### src/hw/serial_printer_pkg.sv
// Shared constants for the dual serial channel and printer port register decode.
// Assumes a single 20 MHz clock that also serves as the baud reference clock.
package serial_printer_pkg;

	// Clock figures.
	localparam int unsigned CLK_HZ = 20000000;
	localparam int unsigned REF_CLK_MAX_HZ = 24000000;
	localparam int unsigned PRESCALE = 16;
	localparam int unsigned PHASE_W = $clog2(PRESCALE);

	// Serial general register set offsets.
	localparam logic [2:0] ADDR_HOLDING = 3'h0;
	localparam logic [2:0] ADDR_INT = 3'h1;
	localparam logic [2:0] ADDR_LINE_CONTROL = 3'h3;
	localparam logic [2:0] ADDR_MODEM_CONTROL = 3'h4;
	localparam logic [2:0] ADDR_LINE_STATUS = 3'h5;
	localparam logic [2:0] ADDR_MODEM_STATUS = 3'h6;
	localparam logic [2:0] ADDR_SCRATCH = 3'h7;

	// Divisor latch offsets.
	localparam logic [2:0] ADDR_DIVISOR_LOW = 3'h0;
	localparam logic [2:0] ADDR_DIVISOR_HIGH = 3'h1;

	// Printer port offsets, two low address bits only.
	localparam logic [1:0] ADDR_PRINTER_DATA = 2'h0;
	localparam logic [1:0] ADDR_PRINTER_STATUS = 2'h1;
	localparam logic [1:0] ADDR_PRINTER_CONTROL = 2'h2;

	// Field positions.
	localparam int unsigned LINE_CONTROL_DIVISOR_BIT = 7;
	localparam int unsigned PCTRL_INPUT_DIR_BIT = 5;

	// Direction select patterns.
	localparam logic [7:0] DIR_SELECT_INPUT = 8'haa;
	localparam logic [7:0] DIR_SELECT_OUTPUT = 8'h55;

	// Values after reset.
	localparam logic [7:0] RESET_BYTE = 8'h00;
	localparam logic [15:0] RESET_DIVISOR = 16'h0000;

endpackage

### src/hw/dual_serial_printer_register_decode.sv
// Register decode for two serial channels and a bidirectional printer port.
// Assumes bus strobes are synchronous to i_clk and serial engines sit outside.

// Function
// - A serial channel's registers answer only while its select is low.
// - The printer registers answer only while the printer select is low, using the 8-bit printer data bus.
// - Address 0 of a selected channel reads receive holding and writes transmit holding.
// - With line control bit 7 set, addresses 0 and 1 reach the divisor low and high bytes.
// - Printer access ignores address bit 2; 00 is data, 01 status or direction select, 10 command or control.
// - Printer data direction follows the bidirectional enable pin with control bit 5 or direction select.
// - One baud generator per channel times both transmit and receive.
// - The generator divides by any divisor from 1 to 65535.
// - The bit period is sixteen divided ticks.
// - The divisor is the high byte over the low byte.
// - The generator runs only from the reference clock, up to 24 MHz.
// - Each transmit line rests at 1 in reset, idle and while disabled.
module dual_serial_printer_register_decode #(
	parameter int unsigned CHANNELS = 2
) (
	// Clock and reset.
	input wire logic i_clk,
	input wire logic i_arst_n,
	// Host register bus.
	input wire logic i_serial_a_select_n,
	input wire logic i_serial_b_select_n,
	input wire logic i_printer_select_n,
	input wire logic [2:0] i_addr,
	input wire logic i_rd_n,
	input wire logic i_wr_n,
	input wire logic [7:0] i_wr_data,
	output logic [7:0] o_rd_data,
	output logic o_rd_data_oe,
	// Serial engine side.
	input wire logic [7:0] i_receive_holding [CHANNELS],
	input wire logic [7:0] i_interrupt_status [CHANNELS],
	input wire logic [7:0] i_line_status [CHANNELS],
	input wire logic [7:0] i_modem_status [CHANNELS],
	input wire logic [CHANNELS-1:0] i_tx_active,
	input wire logic [CHANNELS-1:0] i_tx_bit,
	output logic [7:0] o_transmit_holding [CHANNELS],
	output logic [CHANNELS-1:0] o_transmit_load,
	output logic [CHANNELS-1:0] o_receive_read,
	output logic [7:0] o_interrupt_enable [CHANNELS],
	output logic [7:0] o_line_control [CHANNELS],
	output logic [7:0] o_modem_control [CHANNELS],
	output logic [CHANNELS-1:0] o_tick16,
	output logic [CHANNELS-1:0] o_bit_tick,
	output logic [CHANNELS-1:0] o_tx_serial,
	// Printer port.
	input wire logic i_bidirectional_enable_pin,
	input wire logic [7:0] i_printer_data_bus,
	input wire logic [7:0] i_printer_status,
	input wire logic [7:0] i_printer_command_readback,
	output logic [7:0] o_printer_data_bus,
	output logic o_printer_data_oe,
	output logic [7:0] o_printer_control
);

	logic [7:0] scratch_byte [CHANNELS];
	logic [7:0] divisor_low_byte [CHANNELS];
	logic [7:0] divisor_high_byte [CHANNELS];
	logic [7:0] printer_direction_select;
	logic [CHANNELS-1:0] chan_sel;
	logic serial_sel;
	logic chan_idx;
	logic printer_sel;
	logic wr_act;
	logic wr_act_q;
	logic rd_act;
	logic rd_act_q;
	logic wr_take;
	logic rd_take;
	logic divisor_access;
	logic printer_input_dir;
	logic [7:0] next_rd_data;

	// Channel A wins if the host selects both channels at once.
	always_comb begin
		chan_sel = '0;
		if (!i_serial_a_select_n) begin
			chan_sel[0] = 1'b1;
		end else if (!i_serial_b_select_n) begin
			chan_sel[1] = 1'b1;
		end
	end

	assign serial_sel = |chan_sel;
	assign chan_idx = chan_sel[1];
	assign printer_sel = !serial_sel && !i_printer_select_n;
	assign divisor_access = o_line_control[chan_idx][serial_printer_pkg::LINE_CONTROL_DIVISOR_BIT];
	assign wr_act = !i_wr_n && (serial_sel || printer_sel);
	assign rd_act = !i_rd_n && (serial_sel || printer_sel);
	// One access per strobe: only the first cycle of a low strobe acts.
	assign wr_take = wr_act && !wr_act_q;
	assign rd_take = rd_act && !rd_act_q;

	// The bidirectional pin gates both software direction controls.
	assign printer_input_dir = i_bidirectional_enable_pin
		&& (o_printer_control[serial_printer_pkg::PCTRL_INPUT_DIR_BIT]
		|| (printer_direction_select == serial_printer_pkg::DIR_SELECT_INPUT));

	always_ff @(posedge i_clk or negedge i_arst_n) begin
		if (!i_arst_n) begin
			wr_act_q <= 1'b0;
			rd_act_q <= 1'b0;
		end else begin
			wr_act_q <= wr_act;
			rd_act_q <= rd_act;
		end
	end

	for (genvar c = 0; c < CHANNELS; c++) begin : g_chan
		logic hit_wr;
		logic div_wr;
		logic [15:0] divisor;

		assign hit_wr = wr_take && chan_sel[c];
		assign div_wr = hit_wr && o_line_control[c][serial_printer_pkg::LINE_CONTROL_DIVISOR_BIT]
			&& ((i_addr == serial_printer_pkg::ADDR_DIVISOR_LOW) || (i_addr == serial_printer_pkg::ADDR_DIVISOR_HIGH));
		assign divisor = {divisor_high_byte[c], divisor_low_byte[c]};

		always_ff @(posedge i_clk or negedge i_arst_n) begin
			if (!i_arst_n) begin
				o_transmit_holding[c] <= serial_printer_pkg::RESET_BYTE;
				o_interrupt_enable[c] <= serial_printer_pkg::RESET_BYTE;
				o_line_control[c] <= serial_printer_pkg::RESET_BYTE;
				o_modem_control[c] <= serial_printer_pkg::RESET_BYTE;
				scratch_byte[c] <= serial_printer_pkg::RESET_BYTE;
				divisor_low_byte[c] <= serial_printer_pkg::RESET_DIVISOR[7:0];
				divisor_high_byte[c] <= serial_printer_pkg::RESET_DIVISOR[15:8];
				o_transmit_load[c] <= 1'b0;
			end else begin
				o_transmit_load[c] <= 1'b0;
				if (div_wr) begin
					if (i_addr == serial_printer_pkg::ADDR_DIVISOR_LOW) begin
						divisor_low_byte[c] <= i_wr_data;
					end else begin
						divisor_high_byte[c] <= i_wr_data;
					end
				end else if (hit_wr) begin
					case (i_addr)
						serial_printer_pkg::ADDR_HOLDING: begin
							o_transmit_holding[c] <= i_wr_data;
							o_transmit_load[c] <= 1'b1;
						end
						serial_printer_pkg::ADDR_INT: o_interrupt_enable[c] <= i_wr_data;
						serial_printer_pkg::ADDR_LINE_CONTROL: o_line_control[c] <= i_wr_data;
						serial_printer_pkg::ADDR_MODEM_CONTROL: o_modem_control[c] <= i_wr_data;
						serial_printer_pkg::ADDR_SCRATCH: scratch_byte[c] <= i_wr_data;
						default: begin
						end
					endcase
				end
			end
		end

		// Popping the receive holding register is a side effect of reading it.
		always_ff @(posedge i_clk or negedge i_arst_n) begin
			if (!i_arst_n) begin
				o_receive_read[c] <= 1'b0;
			end else begin
				o_receive_read[c] <= rd_take && chan_sel[c] && (i_addr == serial_printer_pkg::ADDR_HOLDING)
					&& !o_line_control[c][serial_printer_pkg::LINE_CONTROL_DIVISOR_BIT];
			end
		end

		// Line is forced to mark unless the engine is actively shifting.
		always_ff @(posedge i_clk or negedge i_arst_n) begin
			if (!i_arst_n) begin
				o_tx_serial[c] <= 1'b1;
			end else begin
				o_tx_serial[c] <= i_tx_active[c] ? i_tx_bit[c] : 1'b1;
			end
		end

		// The same ticks time transmitter and receiver; i_clk is the only reference.
		baud_divider #(
			.DIV_W(16)
		) u_baud (
			.i_clk(i_clk),
			.i_arst_n(i_arst_n),
			.i_divisor(divisor),
			.i_reload(div_wr),
			.o_tick16(o_tick16[c]),
			.o_bit_tick(o_bit_tick[c])
		);
	end

	// Printer port registers.
	always_ff @(posedge i_clk or negedge i_arst_n) begin
		if (!i_arst_n) begin
			o_printer_data_bus <= serial_printer_pkg::RESET_BYTE;
			o_printer_control <= serial_printer_pkg::RESET_BYTE;
			printer_direction_select <= serial_printer_pkg::RESET_BYTE;
		end else if (wr_take && printer_sel) begin
			case (i_addr[1:0])
				serial_printer_pkg::ADDR_PRINTER_DATA: o_printer_data_bus <= i_wr_data;
				serial_printer_pkg::ADDR_PRINTER_STATUS: begin
					// Only the two defined patterns change direction; others are ignored.
					if ((i_wr_data == serial_printer_pkg::DIR_SELECT_INPUT)
						|| (i_wr_data == serial_printer_pkg::DIR_SELECT_OUTPUT)) begin
						printer_direction_select <= i_wr_data;
					end
				end
				serial_printer_pkg::ADDR_PRINTER_CONTROL: o_printer_control <= i_wr_data;
				default: begin
				end
			endcase
		end
	end

	always_ff @(posedge i_clk or negedge i_arst_n) begin
		if (!i_arst_n) begin
			o_printer_data_oe <= 1'b1;
		end else begin
			o_printer_data_oe <= !printer_input_dir;
		end
	end

	// Read data mux.
	always_comb begin
		next_rd_data = 8'h00;
		if (serial_sel) begin
			if (divisor_access && (i_addr == serial_printer_pkg::ADDR_DIVISOR_LOW)) begin
				next_rd_data = divisor_low_byte[chan_idx];
			end else if (divisor_access && (i_addr == serial_printer_pkg::ADDR_DIVISOR_HIGH)) begin
				next_rd_data = divisor_high_byte[chan_idx];
			end else begin
				case (i_addr)
					serial_printer_pkg::ADDR_HOLDING: next_rd_data = i_receive_holding[chan_idx];
					serial_printer_pkg::ADDR_INT: next_rd_data = i_interrupt_status[chan_idx];
					serial_printer_pkg::ADDR_LINE_CONTROL: next_rd_data = o_line_control[chan_idx];
					serial_printer_pkg::ADDR_MODEM_CONTROL: next_rd_data = o_modem_control[chan_idx];
					serial_printer_pkg::ADDR_LINE_STATUS: next_rd_data = i_line_status[chan_idx];
					serial_printer_pkg::ADDR_MODEM_STATUS: next_rd_data = i_modem_status[chan_idx];
					serial_printer_pkg::ADDR_SCRATCH: next_rd_data = scratch_byte[chan_idx];
					default: next_rd_data = 8'h00;
				endcase
			end
		end else if (printer_sel) begin
			case (i_addr[1:0])
				serial_printer_pkg::ADDR_PRINTER_DATA:
					next_rd_data = printer_input_dir ? i_printer_data_bus : o_printer_data_bus;
				serial_printer_pkg::ADDR_PRINTER_STATUS: next_rd_data = i_printer_status;
				serial_printer_pkg::ADDR_PRINTER_CONTROL: next_rd_data = i_printer_command_readback;
				default: next_rd_data = 8'h00;
			endcase
		end
	end

	always_ff @(posedge i_clk or negedge i_arst_n) begin
		if (!i_arst_n) begin
			o_rd_data <= 8'h00;
			o_rd_data_oe <= 1'b0;
		end else begin
			o_rd_data <= rd_act ? next_rd_data : 8'h00;
			o_rd_data_oe <= rd_act;
		end
	end

endmodule

### src/hw/baud_divider.sv
// Programmable baud divider for one serial channel.
// Assumes the divisor and reload come from registers in the same clock domain.
module baud_divider #(
	parameter int unsigned DIV_W = 16
) (
	// Clock and reset.
	input wire logic i_clk,
	input wire logic i_arst_n,
	// Divisor control.
	input wire logic [DIV_W-1:0] i_divisor,
	input wire logic i_reload,
	// Timing outputs.
	output logic o_tick16,
	output logic o_bit_tick
);

	logic [DIV_W-1:0] count;
	logic [serial_printer_pkg::PHASE_W-1:0] phase;

	// A divisor of zero stops the generator rather than wrapping to a huge count.
	always_ff @(posedge i_clk or negedge i_arst_n) begin
		if (!i_arst_n) begin
			count <= '0;
			o_tick16 <= 1'b0;
		end else if (i_reload) begin
			count <= i_divisor;
			o_tick16 <= 1'b0;
		end else begin
			count <= (count <= DIV_W'(1)) ? i_divisor : count - DIV_W'(1);
			o_tick16 <= (i_divisor != '0) && (count <= DIV_W'(1));
		end
	end

	// Sixteen divided ticks make one bit period.
	always_ff @(posedge i_clk or negedge i_arst_n) begin
		if (!i_arst_n) begin
			phase <= '0;
			o_bit_tick <= 1'b0;
		end else if (i_reload) begin
			phase <= '0;
			o_bit_tick <= 1'b0;
		end else begin
			if (o_tick16) begin
				phase <= phase + 1'b1;
			end
			o_bit_tick <= o_tick16 && (phase == '1);
		end
	end

endmodule

### config.mk
export PLATFORM = sky130hd
export DESIGN_NAME = dual_serial_printer_register_decode
export DESIGN_NICKNAME = d
export VERILOG_FILES = /design/src/hw/serial_printer_pkg.sv /design/src/hw/dual_serial_printer_register_decode.sv /design/src/hw/baud_divider.sv
export SDC_FILE = /design/constraint.sdc
export NUM_CORES = 1
export LEC_CHECK = 0
export BUFFER_PORTS_ARGS = -buffer_cell sky130_fd_sc_hd__buf_2
export CORE_ASPECT_RATIO = 0.7
export CORE_MARGIN = 5
export CORE_UTILIZATION = 35
export DETAILED_ROUTE_END_ITERATION = 12
export MAX_ROUTING_LAYER = met4
export PLACE_DENSITY_LB_ADDON = 0.25
export SETUP_SLACK_MARGIN = 0.3
export SYNTH_ARGS = -nofsm -noshare
export SYNTH_HDL_FRONTEND = slang
export SYNTH_SLANG_ARGS = --single-unit
### constraint.sdc
create_clock -name i_clk -period 2.4 [get_ports i_clk]
set_input_delay 0.12 -clock i_clk [delete_from_list [all_inputs] [get_ports i_clk]]
set_output_delay 0.12 -clock i_clk [all_outputs]
set_load 0.005 [all_outputs]
==> flow_summary.rst, run 1 <==
.. list-table::
   :header-rows: 1

   * - Metric
     - Value
   * - Final Hold Violating Endpoints
     - 1
   * - I/O pin count
     - 211
   * - Area growth from synthesis to final layout
     - 28.1%
   * - Critical path data required time
     - 2.73 ns
   * - Outcome
     - complete, but fails checks
   * - Uppermost metal layer occupied by signal nets
     - met4
   * - Netlist area before placement
     - 9650 sq um
   * - Violated checks
     - hold timing
   * - Synthesis warning total
     - 0
   * - Sequential fraction of the synthesis area
     - 0.511
   * - Wire length on met2
     - 14.1 mm
   * - Hold WC Path Type
     - input pin to flop
   * - 1st-pass router iterations
     - 5
   * - Library cell contributing the largest single delay on the critical path
     - or4_4
   * - Fraction of final layout cells with drive strength greater than 1
     - 0.438
   * - Worst path bufs/invs
     - 0
   * - Die width
     - 208 um
   * - Min Clock Period, post-route
     - 2.26 ns
   * - Proportion of synthesized flip-flops having asynchronous set or reset
     - 1.00
   * - Number of cell rows
     - 50
   * - Relative slew slack
     - 0.535
   * - Die Height
     - 149 um
   * - DRC violations left
     - 0
   * - Slew at the pin closest to its max-slew limit
     - 0.696 ns
   * - CTS root buf
     - clkbuf_16
   * - Clock latency reported for the late side of the worst-skew pair
     - 0.45 ns
   * - Ordered cell list for the critical path
     - or3_4 > or3_4 > or4_4 > nor2b_4 > mux2_4
   * - Element type at the critical path start
     - flop
   * - Total CTS buffers
     - 17
   * - Post-DR wirelength/cell
     - 22.3 um
   * - Number of global-route vias before repair
     - 8086
   * - Maximum buffer depth of the clock tree
     - 2
   * - Synth top cells by count
     - 194 x dfrtp_1, 135 x mux2_2, 92 x nand2_1, 68 x nor2_1, 52 x a21oi_1
   * - Cell with the most instances after synthesis
     - dfrtp_1
   * - Final net count
     - 1221
   * - Maximum resistive drop on vdd
     - 0.528 mV
   * - Total Wirelength
     - 33.1 mm
   * - Leading cell types by total area after synthesis
     - dfrtp_1 50%, mux2_2 16%, nand2_1 3.6%
   * - Total number of vias
     - 8045
   * - Delay-heaviest family, CP
     - simple AND/OR/NAND/NOR gates
   * - Via/cell ratio
     - 5.42
   * - Die footprint
     - 31000 sq um
   * - Pin count of the biggest net entering global routing
     - 61
   * - Wire length of the first global-routing pass
     - 50.4 mm
   * - Flop-to-flop setup slack
     - 0.14 ns
   * - Endpoint type of the worst setup path
     - flop
   * - Initial Utilization
     - 0.358
   * - Crit path top cell by count
     - or3_4
   * - RSZ-0062 raised after global routing
     - yes
   * - M1 wire length
     - 15.7 mm
   * - Top cell type's share of synthesized area
     - 0.503
   * - Setup Crit Path Kind
     - flop to flop
   * - Dominant synthesized flop cell
     - dfrtp_1
   * - Number of I/O port buffers
     - 210
   * - Count of mapped cells out of synthesis
     - 845
   * - Worst Hold Slack
     - -0.00936 ns
   * - Post-detailed-route count of antenna-violating nets
     - 0
   * - Clock transition at path regs
     - 0.07 ns
   * - Met3 Wirelength
     - 3.03 mm
   * - Worst setup skew after layout
     - 0.00789 ns
   * - Post-synth EDFFs
     - 0
   * - Max cap viols
     - 0
   * - Most area-hungry cell type in the Yosys netlist
     - dfrtp_1
   * - Number of clock sinks
     - 197
   * - Initial antenna violation count
     - 3
   * - Crit Path Max Fanout
     - 8
   * - Count of H-tree levels built during CTS
     - 4
   * - Clock tree from TritonCTS
     - built
   * - Synth cell types
     - 62
   * - Max-slew violation count
     - 0
   * - Worst endpoint data arrival time
     - 2.60 ns
   * - Total of flip-flops plus latches after synthesis
     - 197
   * - Placeable Area
     - 27000 sq um
   * - Post-Syn Nets
     - 962
   * - Total power consumption of the routed design
     - 9810 uW
   * - Starting DRC count in detailed routing
     - 628
   * - Total negative slack for setup checks
     - 0 ns
   * - Total of endpoints with negative setup slack in the final report
     - 0
   * - Aggregate global-route resource usage
     - 0.220
   * - Congestion Overflow GR
     - 0
   * - Largest stage delay on the critical path
     - 0.51 ns
   * - Final worst path period share
     - 0.944
   * - HPWL after detailed placement
     - 24.2 mm
   * - Max Fclk
     - 442 MHz
   * - Final RePlAce weighted congestion
     - 0.902
   * - Pwr/cell area
     - 793 nW/um^2
   * - Reported leakage power
     - 0.00597 uW
   * - Average cell area after synthesis
     - 11.4 sq um
[routing by layer]
metal	up-vias	global-route usage
met5	-	-
met4	0	0.0453
met3	31	0.0650
met2	345	0.305
met1	4057	0.319
li1	3612	-
[timing repair]
action / in CTS / in global routing
hold buffers: 10 / 1
gates resized for setup: 2 / 10
endpoints found under the setup margin: 25 / 57
cloned: 2 / 0
hold endpoints to repair: 59 / 1
setup buffers: 2 / 7
pin swaps: 1 / 4
[report_power, final]
| part | switching (uW) | internal, uW |
|---|---|---|
| logic | 1040 | 1160 |
| registers | 549 | 3950 |
| clock network | 1310 | 1800 |
| total | 2900 | 6900 |
[sequential cells by signal, summed over array words and instances, names as in the netlist, 2 cells and up]
signal,flops
o_tx_serial,2
divisor_high_byte,16
o_printer_control,8
g_chan.u_baud.count,32
g_chan.u_baud.o_bit_tick,2
g_chan.u_baud.phase,8
o_receive_read,2
g_chan.u_baud.o_tick16,2
divisor_low_byte,16
scratch_byte,16
o_transmit_load,2
o_rd_data,8
printer_direction_select,8
o_transmit_holding,16
o_line_control,16
o_interrupt_enable,16
o_modem_control,16
o_printer_data_bus,8
[cells in the final DEF (no fill, tap or decap), drive strengths merged, types with 12 or more instances in the layout]
cell type / count
buf: 274
dfrtp: 194
mux2: 137
nand2: 93
nor2: 74
a21oi: 52
mux2i: 22
nor3: 21
clkbuf: 20
xnor2: 18
a221oi: 16
nor4: 15
xor2: 12
a31oi: 12
[tightest hold or removal path: cells and delay by family]
kind,cells,cell delay [ns]
AOI/OAI and AO/OA,2,0.18
buffers and inverters,1,0.09
[path summary, 6_finish.rpt]
check | cells past startpoint | startpoint | to
max | 5 | g_chan[0].u_baud.count[13]$_DFF_PN0_ | g_chan[0].u_baud.count[0]$_DFF_PN0_
min | 3 | i_printer_data_bus[2] | o_rd_data[2]$_DFF_PN0_
max reg2reg | 5 | g_chan[0].u_baud.count[13]$_DFF_PN0_ | g_chan[0].u_baud.count[0]$_DFF_PN0_
min reg2reg | 1 | o_transmit_holding[14]$_DFFE_PN0P_ | o_transmit_holding[14]$_DFFE_PN0P_
max in group asynchronous | 3 | i_arst_n | g_chan[0].u_baud.count[8]$_DFF_PN0_
min in group asynchronous | 2 | i_arst_n | o_printer_data_bus[6]$_DFFE_PN0P_
[cell families (layout without fill, tap and decap cells)]
kind of cell    count (synthesis)  in the layout  share of synthesized area
simple gates                  251            253                      0.129
other cells                     0              5                          0
buf+inv                        57            325                     0.0285
mux                           167            167                      0.202
flops                         197            197                      0.511
fa+ha+maj                       6              6                    0.00778
xor+xnor                       30             30                     0.0272
compound gates                137            137                     0.0944
[metrics by stage]
step,worst slack [ns],area [sq um],std cells,utilization
CTS,0.139,12200,1471,0.452
global route,0.0835,12400,1482,0.458
global placement,0.0957,11400,1427,0.424
floorplan,0.253,9700,845,-
detailed placement,0.0902,11400,1427,0.424
finish,0.135,12400,1484,0.458
[layout make-up]
class                           count  area (sq um)
Tap cell                          364           455
Clock inverter                     11           174
Clock buffer                       19           453
Antenna cell                        5          12.5
Sequential cell                   197          4930
Multi-Input combinational cell    593          4550
Fill cell                        2569         14600
Inverter                            9          33.8
Timing Repair Buffer              286          1750
No activity file was read; power rests on OpenSTA's default activity.
==> inputs of run 2 (changes only) <==
--- a/config.mk
+++ b/config.mk
@@ -11,7 +11,6 @@
 export CORE_UTILIZATION = 35
 export DETAILED_ROUTE_END_ITERATION = 12
 export MAX_ROUTING_LAYER = met4
-export PLACE_DENSITY_LB_ADDON = 0.25
 export SETUP_SLACK_MARGIN = 0.3
 export SYNTH_ARGS = -nofsm -noshare
 export SYNTH_HDL_FRONTEND = slang
==> run 2 against run 1 <==
The run now ends clean. Cell count about the same. Global-route usage down 0.79 points. Clock power fell by 12%. Clock-buffer cell count is 2 higher. First-iteration DRC count decreased by 15%. Hold slack gained 0.028 ns. Sequential share of layout area increased by 0.22 points. Clock skew is 0.0025 ns higher. Critical path depth is the same. Wire length is 3.9% lower.
==> flow_summary.rst, run 2 (synthesis results as in run 1) <==
.. list-table::
   :header-rows: 1

   * - Metric
     - Value
   * - Critical path data required time
     - 2.73 ns (about the same)
   * - Total Wirelength
     - 31.8 mm (-3.9%)
   * - Total number of vias
     - 7964 (-1.0%)
   * - 1st-pass router iterations
     - 5 (unchanged)
   * - Element type at the critical path start
     - flop
   * - Clock transition at path regs
     - 0.07 ns (about the same)
   * - Die width
     - 208 um (unchanged)
   * - Crit Path Max Fanout
     - 8 (unchanged)
   * - Final worst path period share
     - 0.937 (-0.00667)
   * - Relative slew slack
     - 0.579 (+0.0443)
   * - Min Clock Period, post-route
     - 2.25 ns (-0.0160 ns)
   * - Via/cell ratio
     - 5.37 (-0.94%)
   * - Die footprint
     - 31000 sq um (unchanged)
   * - Largest reg by FF count
     - g_chan.u_baud.count
   * - Largest stage delay on the critical path
     - 0.51 ns (about the same)
   * - Wire length of the first global-routing pass
     - 49.5 mm (-1.8%)
   * - Count of non-filler cells in the finished layout
     - 1483 (-0.067%)
   * - Initial Utilization
     - 0.358 (unchanged)
   * - Total of endpoints with negative setup slack in the final report
     - 0 (unchanged)
   * - Fraction of final layout cells with drive strength greater than 1
     - 0.440 (+0.00190)
   * - Count of H-tree levels built during CTS
     - 4 (unchanged)
   * - Worst path bufs/invs
     - 0 (unchanged)
   * - Aggregate global-route resource usage
     - 0.212 (-0.00791)
   * - HPWL after detailed placement
     - 23.6 mm (-2.2%)
   * - RSZ-0062 raised after global routing
     - yes
   * - I/O pin count
     - 211 (unchanged)
   * - Flip-flop count of the largest register after layout
     - 32 (unchanged)
   * - Reported leakage power
     - 0.00595 uW (-0.42%)
   * - Post-DR wirelength/cell
     - 21.4 um (-3.8%)
   * - Number of I/O port buffers
     - 210 (unchanged)
   * - Hold WC Path Type
     - input pin to flop
   * - Placeable Area
     - 27000 sq um (unchanged)
   * - Maximum resistive drop on vdd
     - 0.506 mV (-4.3%)
   * - Die Height
     - 149 um (unchanged)
   * - DRC violations left
     - 0 (unchanged)
   * - Slew at the pin closest to its max-slew limit
     - 0.632 ns (-0.0639 ns)
   * - Total negative slack for setup checks
     - 0 ns (unchanged)
   * - Max-slew violation count
     - 0 (unchanged)
   * - Initial antenna violation count
     - 2 (-1)
   * - Endpoint type of the worst setup path
     - flop
   * - Number of clock sinks
     - 197 (unchanged)
   * - Clock tree from TritonCTS
     - built
   * - Placed cells
     - 1427 (unchanged)
   * - Library cell contributing the largest single delay on the critical path
     - or4_4
   * - Leading cell types in the layout, fill and taps excluded
     - 209 x buf_2, 194 x dfrtp_1, 130 x mux2_2, 92 x nand2_1, 66 x nor2_1
   * - Final RePlAce weighted congestion
     - 0.930 (+3.2%)
   * - Maximum buffer depth of the clock tree
     - 2 (unchanged)
   * - Fin area
     - 12300 sq um (-0.55%)
   * - Final Hold Violating Endpoints
     - 0 (-1)
   * - CTS root buf
     - clkbuf_16
   * - Delay-heaviest family, CP
     - simple AND/OR/NAND/NOR gates
   * - Number of global-route vias before repair
     - 8147 (+0.75%)
   * - Post-place instance area
     - 11400 sq um (-0.11%)
   * - Slack of the critical path
     - 0.151 ns (+0.0160 ns)
   * - Minimum setup slack after placement
     - 0.0850 ns (-0.00516 ns)
   * - Pwr/cell area
     - 772 nW/um^2 (-2.7%)
   * - Worst Hold Slack
     - 0.0186 ns (+0.0280 ns)
   * - Area growth from synthesis to final layout
     - 27.4%
   * - Total CTS buffers
     - 17 (unchanged)
   * - Pin count of the biggest net entering global routing
     - 71 (+16%)
   * - Worst endpoint data arrival time
     - 2.58 ns (-0.02 ns)
   * - Max cap viols
     - 0 (unchanged)
   * - Commonest non-fill, non-tap cell in the layout
     - buf_2
   * - Ordered cell list for the critical path
     - or3_4 > or3_4 > or4_4 > nor2b_4 > mux2_4
   * - Crit path top cell by count
     - or3_4
   * - Final net count
     - 1221 (unchanged)
   * - Number of cell rows
     - 50 (unchanged)
   * - Congestion Overflow GR
     - 0 (unchanged)
   * - Setup Crit Path Kind
     - flop to flop
   * - Outcome
     - finished, final reports clean
   * - Post-detailed-route count of antenna-violating nets
     - 0 (unchanged)
   * - Max Fclk
     - 445 MHz (+0.71%)
   * - Starting DRC count in detailed routing
     - 534 (-15%)
   * - Filler cells
     - 2560 (-0.35%)
   * - Clock latency reported for the late side of the worst-skew pair
     - 0.44 ns (about the same)
   * - Flop-to-flop setup slack
     - 0.15 ns (+0.02 ns)
   * - Worst setup skew after layout
     - 0.0104 ns (+0.00255 ns)
[run 2: where the power goes]
group	internal [uW]	leakage, uW	switching (uW)
clock network	1460	0.000259	1280
logic	1180	0.00312	1060
registers	3950	0.00257	555
[run 2: layout make-up]
class                           count  area, sq um  share of cell area
Antenna cell                        2         5.00            0.000407
Tap cell                          364          455              0.0370
Timing Repair Buffer              285         1700               0.139
Sequential cell                   197         4930               0.401
Clock inverter                     11          105             0.00855
Inverter                            9         33.8             0.00275
Clock buffer                       21          450              0.0366
Multi-Input combinational cell    594         4610               0.375
[run 2: metrics by stage]
stage	power [uW]	util
floorplan	5680	-
global placement	6580	0.423
detailed placement	6640	0.423
CTS	9490	0.451
global route	10000	0.456
finish	9490	0.456
[run 2: worst paths after layout]
kind                       cells after the start                                       to                               startpoint
hold / removal                                 3                   o_rd_data[3]$_DFF_PN0_                    i_printer_data_bus[3]
min in group asynchronous                      2         o_printer_control[5]$_DFFE_PN0P_                                 i_arst_n
hold reg to reg                                1  printer_direction_select[1]$_DFFE_PN0P_  printer_direction_select[1]$_DFFE_PN0P_
max in group asynchronous                      3           o_modem_control[2]$_DFFE_PN0P_                                 i_arst_n
setup / recovery                               5      g_chan[0].u_baud.count[0]$_DFF_PN0_     g_chan[0].u_baud.count[12]$_DFF_PN0_
setup reg to reg                               5      g_chan[0].u_baud.count[0]$_DFF_PN0_     g_chan[0].u_baud.count[12]$_DFF_PN0_
[run 2: routing by layer]
metal,vias up,global-route usage,share of wire
met3,34,0.0826,0.10
met5,-,-,0
met2,336,0.300,0.42
li1,3609,-,-
met4,0,0.0423,0.015
met1,3985,0.290,0.46
[run 2: worst reg2reg max path, cell delays in order, from the launching register on]
cell and delay (ns):
dfrtp_1 0.38, or3_4 0.39, or3_4 0.38, or4_4 0.51
nor2b_4 0.19, mux2_4 0.30
[run 2: timing repair]
item	in CTS	in global routing
hold endpoints to repair	69	0
gates cloned	2	1
setup endpoints to repair	31	39
hold buffers	11	0
buffers inserted	5	3
resized for setup	6	17
pin swaps	4	9
